**src/rtl/hdpc_map.svh**
```systemverilog
`ifndef HDPC_MAP_SVH
`define HDPC_MAP_SVH

// Register indices; byte address is four times the index
`define HDPC_IDX_ATTACH 8'h48
`define HDPC_IDX_GATE 8'h49
`define HDPC_IDX_SPEED 8'h4A
`define HDPC_IDX_FORCE 8'h4B
`define HDPC_IDX_CTRL 8'h4C

// Reset values
`define HDPC_RST_ATTACH 4'h0
`define HDPC_RST_GATE 4'h0
`define HDPC_RST_SPEED 4'h0
`define HDPC_RST_FORCE 8'h00
`define HDPC_RST_CTRL 1'h0

// Control register field positions
`define HDPC_CTRL_IRQ_EN_BIT 0

// Forcing field codes, two bits per port
`define HDPC_FRC_NORMAL 2'h0
`define HDPC_FRC_DIFF1 2'h1
`define HDPC_FRC_DIFF0 2'h2
`define HDPC_FRC_SE0 2'h3

// Line states as {dp, dm}
`define HDPC_LINE_SE0 2'h0
`define HDPC_LINE_LSJ 2'h1
`define HDPC_LINE_FSJ 2'h2

// Timing, in nanoseconds as specified
`define HDPC_CLK_PERIOD_NS 8
`define HDPC_CONN_MIN_NS 2500
`define HDPC_DISC_MIN_NS 2000
`define HDPC_EOP_SE0_NS 167
`define HDPC_EOP_J_NS 84

// Cycle counts, least times rounded up
`define HDPC_CONN_CYC ((`HDPC_CONN_MIN_NS + `HDPC_CLK_PERIOD_NS - 1) / `HDPC_CLK_PERIOD_NS)
`define HDPC_DISC_CYC ((`HDPC_DISC_MIN_NS + `HDPC_CLK_PERIOD_NS - 1) / `HDPC_CLK_PERIOD_NS)
`define HDPC_EOP_SE0_CYC ((`HDPC_EOP_SE0_NS + `HDPC_CLK_PERIOD_NS - 1) / `HDPC_CLK_PERIOD_NS)
`define HDPC_EOP_J_CYC ((`HDPC_EOP_J_NS + `HDPC_CLK_PERIOD_NS - 1) / `HDPC_CLK_PERIOD_NS)

`endif

```
**src/rtl/hdpc_pkg.sv**
```systemverilog
package hdpc_pkg;
    // Upstream repeat path states
    typedef enum logic [1:0] {
        up_idle,
        up_rpt,
        up_eop_se0,
        up_eop_j
    } hdpc_up_state_t;
endpackage

```
**src/rtl/hdpc_top.sv**
```systemverilog
`include "hdpc_map.svh"

// Overview of operation
// - Low-speed attach sets connect bit, interrupts
// - Full-speed attach sets connect, clears speed
// - Connect needs non-SE0 longer than 2.5us
// - SE0 held 2.0us means disconnect, interrupt
// - Both lines low means nothing attached
// - Hub drives EOP upstream at EOF1 while repeating
// - Connect bits 3..0, clear on resets
// - Speed bits 3..0, one means low
// - Enabled port passes traffic both ways
// - Enabled port repeats upstream unless babbling
// - Low-speed ports never get full-speed traffic
// - Enabling waits for current packet end
// - Connect events interrupt even while suspended
// - Enable bits 3..0, cleared by resets
// - Babble at EOF2 clears port enable
// - Two-bit forcing field, zero is normal
// - Forced states use the port's edge rate
// - Codes: normal, diff one, diff zero, SE0
module hdpc_top
    import hdpc_pkg::*;
#(
    parameter int NPORT = 4
) (
    input wire logic hclk,
    input wire logic hresetn,
    // AHB-Lite slave
    input wire logic hsel,
    input wire logic [31:0] haddr,
    input wire logic [1:0] htrans,
    input wire logic hwrite,
    input wire logic [2:0] hsize,
    input wire logic [31:0] hwdata,
    input wire logic hready,
    output logic hreadyout,
    output logic [31:0] hrdata,
    output logic hresp,
    // Hub-wide context
    input wire logic usb_bus_reset,
    input wire logic hub_suspend,
    input wire logic eof1,
    input wire logic eof2,
    // Upstream traffic heading downstream
    input wire logic us_tx_active,
    input wire logic us_tx_fs,
    input wire logic us_dp,
    input wire logic us_dm,
    // Downstream port pins
    input wire logic [NPORT-1:0] ds_dp_in,
    input wire logic [NPORT-1:0] ds_dm_in,
    output logic [NPORT-1:0] ds_dp_out,
    output logic [NPORT-1:0] ds_dm_out,
    output logic [NPORT-1:0] ds_oe,
    output logic [NPORT-1:0] ds_slow_edge,
    // Repeated traffic toward the upstream port
    output logic up_dp,
    output logic up_dm,
    output logic up_oe,
    // Hub interrupt to the processor
    output logic hub_irq
);
    localparam int CONN_CYC = `HDPC_CONN_CYC;
    localparam int DISC_CYC = `HDPC_DISC_CYC;
    localparam int CW = $clog2(CONN_CYC + 1);
    localparam int EW = 8;
    localparam int PW = $clog2(NPORT);

    // Bus slave state
    logic wr_pend_r; // Write data phase in progress
    logic rd_pend_r; // Read data phase in progress
    logic [7:0] idx_r; // Register index of the data phase
    logic hreadyout_r;
    logic [31:0] hrdata_r;
    logic addr_ok;
    logic [7:0] idx_nxt;
    logic [31:0] rd_val;

    // Registers
    logic [NPORT-1:0] attach_r; // Connect status
    logic [NPORT-1:0] speed_r; // One means low speed
    logic [NPORT-1:0] gate_r; // Port enabled
    logic [NPORT-1:0] pend_on_r; // Enable waiting for idle bus
    logic [2*NPORT-1:0] frc_r; // Forcing fields
    logic irq_en_r; // Hub interrupt enable
    logic wr_attach, wr_gate, wr_speed, wr_force, wr_ctrl;
    logic [NPORT-1:0] wd;

    // Per-port detection
    logic [1:0] line_r [NPORT]; // Sampled {dp, dm}
    logic [CW-1:0] flt_cnt_r [NPORT]; // Stable-line cycle count
    logic [NPORT-1:0] conn_ev, disc_ev, fs_line, babble, open, active_k;

    // Upstream path
    hdpc_up_state_t up_st_r;
    logic [PW-1:0] up_src_r;
    logic se0_seen_r;
    logic [EW-1:0] eop_cnt_r;
    logic up_dp_r, up_dm_r, up_oe_r;
    logic [PW-1:0] first_k;
    logic any_k;

    // Output registers
    logic [NPORT-1:0] ds_dp_r, ds_dm_r, ds_oe_r, ds_slow_r;
    logic hub_irq_r;

    // Address phase decode; unmapped or misaligned maps to an unused index
    assign addr_ok = hsel && hready && htrans[1];
    assign idx_nxt = (haddr[31:10] == 22'h0 && haddr[1:0] == 2'h0) ? haddr[9:2] : 8'hFF;

    // Bus phase tracking; reads take one wait state so data leave a flop
    always_ff @(posedge hclk or negedge hresetn) begin
        if (!hresetn) begin
            wr_pend_r <= 1'b0;
            rd_pend_r <= 1'b0;
            idx_r <= 8'hFF;
            hreadyout_r <= 1'b1;
        end else begin
            wr_pend_r <= addr_ok && hwrite;
            rd_pend_r <= addr_ok && !hwrite;
            hreadyout_r <= !(addr_ok && !hwrite);
            if (addr_ok) begin
                idx_r <= idx_nxt;
            end
        end
    end

    // Register read mux; unused bits read zero
    always_comb begin
        rd_val = 32'h0;
        case (idx_r)
            `HDPC_IDX_ATTACH: rd_val[NPORT-1:0] = attach_r;
            `HDPC_IDX_GATE: rd_val[NPORT-1:0] = gate_r;
            `HDPC_IDX_SPEED: rd_val[NPORT-1:0] = speed_r;
            `HDPC_IDX_FORCE: rd_val[2*NPORT-1:0] = frc_r;
            `HDPC_IDX_CTRL: rd_val[`HDPC_CTRL_IRQ_EN_BIT] = irq_en_r;
            default: rd_val = 32'h0;
        endcase
    end

    // Read data captured in the wait cycle
    always_ff @(posedge hclk or negedge hresetn) begin
        if (!hresetn) begin
            hrdata_r <= 32'h0;
        end else if (rd_pend_r) begin
            hrdata_r <= rd_val;
        end
    end

    assign wr_attach = wr_pend_r && idx_r == `HDPC_IDX_ATTACH;
    assign wr_gate = wr_pend_r && idx_r == `HDPC_IDX_GATE;
    assign wr_speed = wr_pend_r && idx_r == `HDPC_IDX_SPEED;
    assign wr_force = wr_pend_r && idx_r == `HDPC_IDX_FORCE;
    assign wr_ctrl = wr_pend_r && idx_r == `HDPC_IDX_CTRL;
    assign wd = hwdata[NPORT-1:0];

    // Connect status; detected events win over a software write
    always_ff @(posedge hclk or negedge hresetn) begin
        if (!hresetn) begin
            attach_r <= `HDPC_RST_ATTACH;
        end else if (usb_bus_reset) begin
            attach_r <= `HDPC_RST_ATTACH;
        end else begin
            attach_r <= ((wr_attach ? wd : attach_r) | conn_ev) & ~disc_ev;
        end
    end

    // Speed; firmware owns it except a full-speed attach or a reset clears it
    always_ff @(posedge hclk or negedge hresetn) begin
        if (!hresetn) begin
            speed_r <= `HDPC_RST_SPEED;
        end else if (usb_bus_reset) begin
            speed_r <= `HDPC_RST_SPEED;
        end else begin
            speed_r <= (wr_speed ? wd : speed_r) & ~(conn_ev & fs_line);
        end
    end

    // Enable; turn-off is immediate, turn-on waits for an idle bus
    always_ff @(posedge hclk or negedge hresetn) begin
        if (!hresetn) begin
            gate_r <= `HDPC_RST_GATE;
            pend_on_r <= `HDPC_RST_GATE;
        end else if (usb_bus_reset) begin
            gate_r <= `HDPC_RST_GATE;
            pend_on_r <= `HDPC_RST_GATE;
        end else begin
            gate_r <= ((wr_gate ? (gate_r & wd) : gate_r)
                       | (us_tx_active ? '0 : pend_on_r)) & ~babble;
            if (wr_gate) begin
                pend_on_r <= wd & ~gate_r & ~babble;
            end else if (!us_tx_active) begin
                pend_on_r <= '0;
            end else begin
                pend_on_r <= pend_on_r & ~babble;
            end
        end
    end

    // Forcing fields survive bus reset, cleared by chip reset only
    always_ff @(posedge hclk or negedge hresetn) begin
        if (!hresetn) begin
            frc_r <= `HDPC_RST_FORCE;
        end else if (wr_force) begin
            frc_r <= hwdata[2*NPORT-1:0];
        end
    end

    // Hub interrupt enable
    always_ff @(posedge hclk or negedge hresetn) begin
        if (!hresetn) begin
            irq_en_r <= `HDPC_RST_CTRL;
        end else if (wr_ctrl) begin
            irq_en_r <= hwdata[`HDPC_CTRL_IRQ_EN_BIT];
        end
    end

    // Per-port line filter, detection and pin drive
    for (genvar i = 0; i < NPORT; i++) begin : g_port
        logic [1:0] frc;
        logic [1:0] idle_j;
        assign frc = frc_r[2*i +: 2];
        assign idle_j = speed_r[i] ? `HDPC_LINE_LSJ : `HDPC_LINE_FSJ;
        assign fs_line[i] = line_r[i] == `HDPC_LINE_FSJ;
        // Both lines low is the empty-port state
        assign conn_ev[i] = !attach_r[i] && line_r[i] != `HDPC_LINE_SE0
            && {ds_dp_in[i], ds_dm_in[i]} == line_r[i] && !ds_oe_r[i]
            && flt_cnt_r[i] == CW'(CONN_CYC - 1);
        assign disc_ev[i] = attach_r[i] && line_r[i] == `HDPC_LINE_SE0
            && {ds_dp_in[i], ds_dm_in[i]} == line_r[i] && !ds_oe_r[i]
            && flt_cnt_r[i] == CW'(DISC_CYC - 1);
        assign babble[i] = eof2 && gate_r[i]
            && (line_r[i] != idle_j || (up_st_r != up_idle && up_src_r == PW'(i)));
        assign open[i] = gate_r[i] && !hub_suspend && frc == `HDPC_FRC_NORMAL
            && !(speed_r[i] && us_tx_fs);
        assign active_k[i] = gate_r[i] && frc == `HDPC_FRC_NORMAL
            && line_r[i] != idle_j && line_r[i] != `HDPC_LINE_SE0;

        // Filter restarts on a line change, while we drive, or on bus reset so a
        // device still attached is found again; the line is held while we drive,
        // so our own echo is never mistaken for device traffic
        always_ff @(posedge hclk or negedge hresetn) begin
            if (!hresetn) begin
                line_r[i] <= `HDPC_LINE_SE0;
                flt_cnt_r[i] <= '0;
            end else begin
                if (!ds_oe_r[i]) begin
                    line_r[i] <= {ds_dp_in[i], ds_dm_in[i]};
                end
                if ({ds_dp_in[i], ds_dm_in[i]} != line_r[i] || ds_oe_r[i] || usb_bus_reset) begin
                    flt_cnt_r[i] <= '0;
                end else if (flt_cnt_r[i] != CW'(CONN_CYC)) begin
                    flt_cnt_r[i] <= flt_cnt_r[i] + CW'(1);
                end
            end
        end

        // Pin drive; forcing overrides repeating, edge rate follows speed
        always_ff @(posedge hclk or negedge hresetn) begin
            if (!hresetn) begin
                ds_dp_r[i] <= 1'b0;
                ds_dm_r[i] <= 1'b0;
                ds_oe_r[i] <= 1'b0;
                ds_slow_r[i] <= 1'b0;
            end else begin
                ds_slow_r[i] <= speed_r[i];
                case (frc)
                    `HDPC_FRC_DIFF1: begin
                        ds_oe_r[i] <= 1'b1;
                        ds_dp_r[i] <= 1'b1;
                        ds_dm_r[i] <= 1'b0;
                    end
                    `HDPC_FRC_DIFF0: begin
                        ds_oe_r[i] <= 1'b1;
                        ds_dp_r[i] <= 1'b0;
                        ds_dm_r[i] <= 1'b1;
                    end
                    `HDPC_FRC_SE0: begin
                        ds_oe_r[i] <= 1'b1;
                        ds_dp_r[i] <= 1'b0;
                        ds_dm_r[i] <= 1'b0;
                    end
                    default: begin
                        // Normal traffic toward the device
                        ds_oe_r[i] <= open[i] && us_tx_active;
                        ds_dp_r[i] <= us_dp;
                        ds_dm_r[i] <= us_dm;
                    end
                endcase
            end
        end
    end

    // Lowest port showing a K state claims the upstream path
    always_comb begin
        first_k = '0;
        any_k = 1'b0;
        for (int p = NPORT - 1; p >= 0; p--) begin
            if (active_k[p]) begin
                first_k = PW'(p);
                any_k = 1'b1;
            end
        end
    end

    // Upstream repeat path; outputs set together with the state
    always_ff @(posedge hclk or negedge hresetn) begin
        if (!hresetn) begin
            up_st_r <= up_idle;
            up_src_r <= '0;
            se0_seen_r <= 1'b0;
            eop_cnt_r <= '0;
            up_oe_r <= 1'b0;
            up_dp_r <= 1'b1;
            up_dm_r <= 1'b0;
        end else begin
            case (up_st_r)
                up_idle: begin
                    up_oe_r <= 1'b0;
                    se0_seen_r <= 1'b0;
                    if (any_k && !us_tx_active && !hub_suspend && !usb_bus_reset) begin
                        up_st_r <= up_rpt;
                        up_src_r <= first_k;
                        up_oe_r <= 1'b1;
                        {up_dp_r, up_dm_r} <= line_r[first_k];
                    end
                end
                up_rpt: begin
                    {up_dp_r, up_dm_r} <= line_r[up_src_r];
                    if (line_r[up_src_r] == `HDPC_LINE_SE0) begin
                        se0_seen_r <= 1'b1;
                    end
                    if (eof1) begin
                        // Close a transfer still open at EOF1 with our own EOP
                        up_st_r <= up_eop_se0;
                        eop_cnt_r <= EW'(`HDPC_EOP_SE0_CYC - 1);
                        {up_dp_r, up_dm_r} <= `HDPC_LINE_SE0;
                    end else if (!gate_r[up_src_r] || usb_bus_reset) begin
                        up_st_r <= up_idle; // Babble or disable drops the path
                        up_oe_r <= 1'b0;
                    end else if (se0_seen_r && line_r[up_src_r] != `HDPC_LINE_SE0) begin
                        up_st_r <= up_idle;
                        up_oe_r <= 1'b0;
                    end
                end
                up_eop_se0: begin
                    if (eop_cnt_r == '0) begin
                        up_st_r <= up_eop_j;
                        eop_cnt_r <= EW'(`HDPC_EOP_J_CYC - 1);
                        {up_dp_r, up_dm_r} <= `HDPC_LINE_FSJ;
                    end else begin
                        eop_cnt_r <= eop_cnt_r - EW'(1);
                    end
                end
                up_eop_j: begin
                    if (eop_cnt_r == '0) begin
                        up_st_r <= up_idle;
                        up_oe_r <= 1'b0;
                    end else begin
                        eop_cnt_r <= eop_cnt_r - EW'(1);
                    end
                end
                default: begin
                    up_st_r <= up_idle;
                    up_oe_r <= 1'b0;
                end
            endcase
        end
    end

    // Hub interrupt pulse; suspend and port enable do not mask it
    always_ff @(posedge hclk or negedge hresetn) begin
        if (!hresetn) begin
            hub_irq_r <= 1'b0;
        end else begin
            hub_irq_r <= irq_en_r && |(conn_ev | disc_ev);
        end
    end

    assign hreadyout = hreadyout_r;
    assign hrdata = hrdata_r;
    assign hresp = 1'b0;
    assign ds_dp_out = ds_dp_r;
    assign ds_dm_out = ds_dm_r;
    assign ds_oe = ds_oe_r;
    assign ds_slow_edge = ds_slow_r;
    assign up_dp = up_dp_r;
    assign up_dm = up_dm_r;
    assign up_oe = up_oe_r;
    assign hub_irq = hub_irq_r;
endmodule // hdpc_top

```
**config.mk**
```make
export PLATFORM = sky130hd
export DESIGN_NAME = hdpc_top
export DESIGN_NICKNAME = d
export VERILOG_FILES = /design/src/rtl/hdpc_pkg.sv /design/src/rtl/hdpc_top.sv
export VERILOG_INCLUDE_DIRS = /design/src /design/src/rtl
export SDC_FILE = /design/constraint.sdc
export NUM_CORES = 1
export LEC_CHECK = 0
export BUFFER_PORTS_ARGS = -buffer_cell sky130_fd_sc_hd__buf_2
export CORE_MARGIN = 3
export CORE_UTILIZATION = 35
export CTS_BUF_LIST = sky130_fd_sc_hd__clkbuf_4 sky130_fd_sc_hd__clkbuf_8 sky130_fd_sc_hd__clkbuf_16
export DETAILED_ROUTE_END_ITERATION = 6
export HOLD_SLACK_MARGIN = 0.15
export SYNTH_ARGS = -nofsm -noshare
export SYNTH_HDL_FRONTEND = slang
export SYNTH_SLANG_ARGS = --single-unit
```
**constraint.sdc**
```tcl
create_clock -name hclk -period 5.5 [get_ports hclk]
set_input_delay 0 -clock hclk [delete_from_list [all_inputs] [get_ports hclk]]
set_output_delay 0 -clock hclk [all_outputs]
set_load 0.05 [all_outputs]
```
# Yosys cells after proc, flatten, opt, wreduce, memory -nomap -nowiden
# Cells that the tools add are included.
# totals
input_bits,90
regBits,121
output_inout_bits,54
# op_classes
add_sub_neg,5
n_lt_le_gt_ge,3
reduce_logical,169
bitwise,17
mux,80
eq_ne,60
# ops
operator,count
1-bit logical AND,91
9-bit 2-to-1 mux,8
4-bit 2-to-1 mux,11
"8-bit by 7-bit equality test with 1-bit output, second input constant",5
"9-bit by 1-bit adder with 9-bit output, second input constant",4
"9-bit by 8-bit equality test with 1-bit output, second input constant",4
"9-bit equality test, second input constant",4
2-bit 2-to-1 mux,18
"9-bit inequality test, second input constant",4
4-bit bitwise AND,8
"2-bit equality test, second input constant",16
8-bit 2-to-1 mux,4
2-bit logical NOT,12
8-bit case mux with 3 select lines,1
22-bit logical NOT,1
2-bit nonzero test,11
1-bit 2-to-1 mux,20
1-bit logical NOT,18
1-bit case mux with 2 select lines,9
2-bit inequality test,8
4-bit NOT,4
2-bit OR reduction,8
"2-bit inequality test, second input constant",7
1-bit logical OR,13
22 further kinds,45

# Depth between registers and ports, before layout
# logic_depth
depth_word,14
depth_mapped,8
ltp_nobuf,7

# Worst setup path before layout
# OpenSTA, ideal clock, no wires.
# synth_timing
path_type,reg2reg
start,register with a tool-made name
end,register eop_cnt_r[7]
synth_period_minus_slack_ps,2105
arrival_time_ps,2027
n_path_buf,0
slack_ps,3395
setup_ps,78
path_stages_with_launch,8
required_ps,5422
cell_sequence,dfrtp_1 > inv_1 > ha_1 > nor2b_1 > a311oi_1 > nand3_1 > or4_1 > a21oi_1
# synth_lines
element,line_no,source
to (signal assigned),hdpc_top.sv:337,eop_cnt_r <= EW'(`HDPC_EOP_SE0_CYC - 1);
to (signal assigned),hdpc_top.sv:350,eop_cnt_r <= EW'(`HDPC_EOP_J_CYC - 1);
to (signal assigned),hdpc_top.sv:353,eop_cnt_r <= eop_cnt_r - EW'(1);
to (decl),hdpc_top.sv:99,logic [EW-1:0] eop_cnt_r;

# Worst setup path in the final report
# layout_timing
start,register idx_r[6]
end,register pend_on_r[2]
# layout_via
elab_chain_cells,4
# layout_rtl
element,line_no,source
from (decl),hdpc_top.sv:73,logic [7:0] idx_r;
from (signal assigned),hdpc_top.sv:124,idx_r <= idx_nxt;
8-bit by 7-bit equality test with 1-bit output,n/a,
1-bit logical AND (no line),n/a,
4-bit 2-to-1 mux,hdpc_top.sv:191,if (wr_gate) begin
4-bit 2-to-1 mux,hdpc_top.sv:185,end else if (usb_bus_reset) begin
to (signal assigned),hdpc_top.sv:184,pend_on_r <= `HDPC_RST_GATE;
to (signal assigned),hdpc_top.sv:187,pend_on_r <= `HDPC_RST_GATE;
to (signal assigned),hdpc_top.sv:192,pend_on_r <= wd & ~gate_r & ~babble;
to (decl),hdpc_top.sv:84,logic [NPORT-1:0] pend_on_r;
# Every way passes these cells.
# A chain may end at the register's enable or synchronous reset.

==> results.yml <==
status:
  status: "completed"
route:
  dr.pass1.iters: 4
  wl_um: 15800
  drtIter0Drc: 219
  drc: 0
  ant_nets: 0
  viasPerCell: 5.07
  vias: 5112
  wl_per_cell_um: 15.7
setup_path:
  cp-start-kind: "flop"
  critPathMaxFanout: 12
  critical_path_arrival_ps: 3290
  worstPathRequired_ps: 5800
  r2r-start: "idx_r[6]$_DFFE_PN1P_"
  crit_type: "flop to flop"
  r2r_slack_ps: 2500
  r2r_end: "pend_on_r[2]$_DFF_PN0_"
  end_kind: "flop"
  r2r.worst_path.cells: 7
floorplanning:
  dieArea_um2: 20500
  die_y_um: 143
  chipWidth_um: 143
  num_rows: 49
  start_util_pct: 36.1
  top_level_ports: 144
  core-area_um2: 18300
power:
  p_sw_mw: 0.833
  p_leak_nw: 3.59
  ir_worst_vdd_v: 0.000184
  power.internal_mw: 1.81
  p_seq_share_pct: 38.7
  p_total_mw: 2.65
  p_clk_share_pct: 40.3
  comb_power_share_pct: 20.9
  p_per_area_nw_per_um2: 326
  power_switching_share_pct: 31.5
clocking:
  cts_max_level: 4
  worstSkewPairLatency_ps: 420
  clockBufferDepth: 2
  tritoncts: "built"
  clkSinkCount: 121
  clk_pin_slew_worst_paths_ps: 60
  cts_root_buf: "clkbuf_16"
  postCtsSetupRepairBufs: 0
  cts_buffers: 17
sta:
  finalClockSkew_ps: 7.14
  period_share_pct: 54.5
  whs_ps: 182
  rsz0062_at_grt: "false"
  min_period_ps: 3000
  max_freq_mhz: 334
  slew_headroom_pct: 46.2
  setup_tns_ps: 0
  finalHoldViolCount: 0
  setup_viol: 0
  timing_max_transition_violations_final: 0
  tightest_slew_ps: 807
global_route:
  grt_pass1_wl_um: 25800
  grt_max_degree: 66
  grt_use_total_pct: 16.0
  antenna_found_initial: 0
  gr-total-overflow: 0
  grt_pass1_vias: 5126
cells_and_area:
  nNetsFinal: 875
  final_cell_mix: "dfrtp_1 (111), buf_2 (89), nor2_1 (74), dlygate4sd3_1 (39), inv_1 (37)"
  drive_above_1_share_pct: 22.6
  multi_input_area_um2: 3230
  diodes: 0
  num-fill-cells: 1731
  postLayoutCoreUtil_pct: 44.5
  final_common_cell: "dfrtp_1"
  area_delta_synth_final_pct: 23.1
  final_area_um2: 8120
  regArea_um2: 3040
yosys:
  avgSynthCellArea_um2: 10.3
  syn_area_um2: 6600
  synth_ff_type: "dfrtp_1"
  synthCells: 643
  yosysSeqAreaShare_pct: 46.1
  yosysUniqueCellTypes: 67
  synth_edf_count: 0
  ys_async_sr_fraction_pct: 100
  synth-seq-cells: 121
  yosys_warnings: 0
place:
  gp_congestion: 0.810
  io_buffers: 90
  dpl.hpwl_um: 11300
  placed_cell_area_um2: 7160
worst_hold_path:
  hold_class: "input port to async pin"
run:
  drv_cap: 0
[metal layers]
metal  track usage [%]  vias up  share of wire (%)
met5                 0        -                  0
met4              5.70        0                1.9
met3              4.36       22                5.1
met2              25.1      128                 46
met1              21.5     2484                 47
li1                  -     2478                  -
[worst max-delay path by stage]
| stage | depth (start not counted) | from | end |
|---|---|---|---|
| 3_3_place_gp | 7 | flop | eop_cnt_r[7]$_DFFE_PN0P_ |
| 4_1_cts | 7 | idx_r[6]$_DFFE_PN1P_ | pend_on_r[2]$_DFF_PN0_ |
| 2_1_floorplan | 7 | flop | eop_cnt_r[7]$_DFFE_PN0P_ |
| 5_1_grt | 7 | idx_r[6]$_DFFE_PN1P_ | pend_on_r[2]$_DFF_PN0_ |
| 6_report | 7 | idx_r[6]$_DFFE_PN1P_ | pend_on_r[2]$_DFF_PN0_ |
| 3_5_place_dp | 7 | flop | eop_cnt_r[7]$_DFFE_PN0P_ |
[state kept, by name, summed over array words and instances (netlist names), 2 cells and up, named ones only]
signal and count:
ds_dp_out 4, flt_cnt_r 36, frc_r 8, line_r 8
attach_r 4, idx_r 8, hrdata 8, pend_on_r 4
ds_oe 4, speed_r 4, gate_r 4, ds_dm_out 4
up_src_r 2, eop_cnt_r 8, ds_slow_edge 4
[critical path, cell delays in order (launching register included)]
cell and delay, ps:
dfstp_2 530, nor2b_1 160, and4b_1 360, nand3_1 380, nand4_1 210, dlygate4sd3_1 560
a21oi_1 70, dlygate4sd3_1 590
[cell type report]
cell class	count	share of cell area [%]
Multi-Input combinational cell	459	39.7
Timing Repair Buffer	130	10.5
Inverter	38	1.76
Sequential cell	121	37.4
Clock buffer	19	5.58
Tap cell	229	3.53
Clock inverter	13	1.49
[cells by family after synthesis]
family	share of synthesized area, %
AO/OA/AOI/OAI	10.9
XOR/XNOR	4.91
adder cells (fa/ha/maj)	3.41
buffers and inverters	6.37
flip-flops	46.1
multiplexers	8.65
other	0.0568
AND/OR/NAND/NOR	19.6
[what timing repair did]
item | in CTS | in global routing
resized for setup | 0 | 0
hold buffers | 39 | 0
hold endpoints to repair | 120 | 0
[power groups by stage]
stage	clock (mW)	sequential [mW]	combinational, mW
final	1.07	1.03	0.554
after floorplan	0	1.06	0.368
after global placement	0	1.04	0.518
after global routing	1.13	1.03	0.616
after CTS	1.09	1.02	0.557
after detailed placement	0	1.04	0.523
[Yosys cell counts (13+ instances only)]
cell type	n	area (um^2)
and3_1	13	81.3
xor2_1	19	166
inv_1	37	139
clkbuf_1	24	90.1
a21oi_1	23	115
xnor2_1	18	158
nand3_1	21	105
mux2i_1	18	180
dfrtp_1	111	2780
nand2_1	21	78.8
nand2b_1	13	81.3
nor2_1	74	278
ha_1	18	225
nor3_1	14	70.1
mux2_2	19	214
buf_4	25	188
o21ai_0	20	100
[through the flow]
stage	cells	setup slack (ps)
after floorplan	667	3390
after global placement	938	3090
after detailed placement	938	3050
after CTS	1009	2580
after global routing	1009	2360
final	1009	2500
No activity file was read; power rests on OpenSTA's default activity.
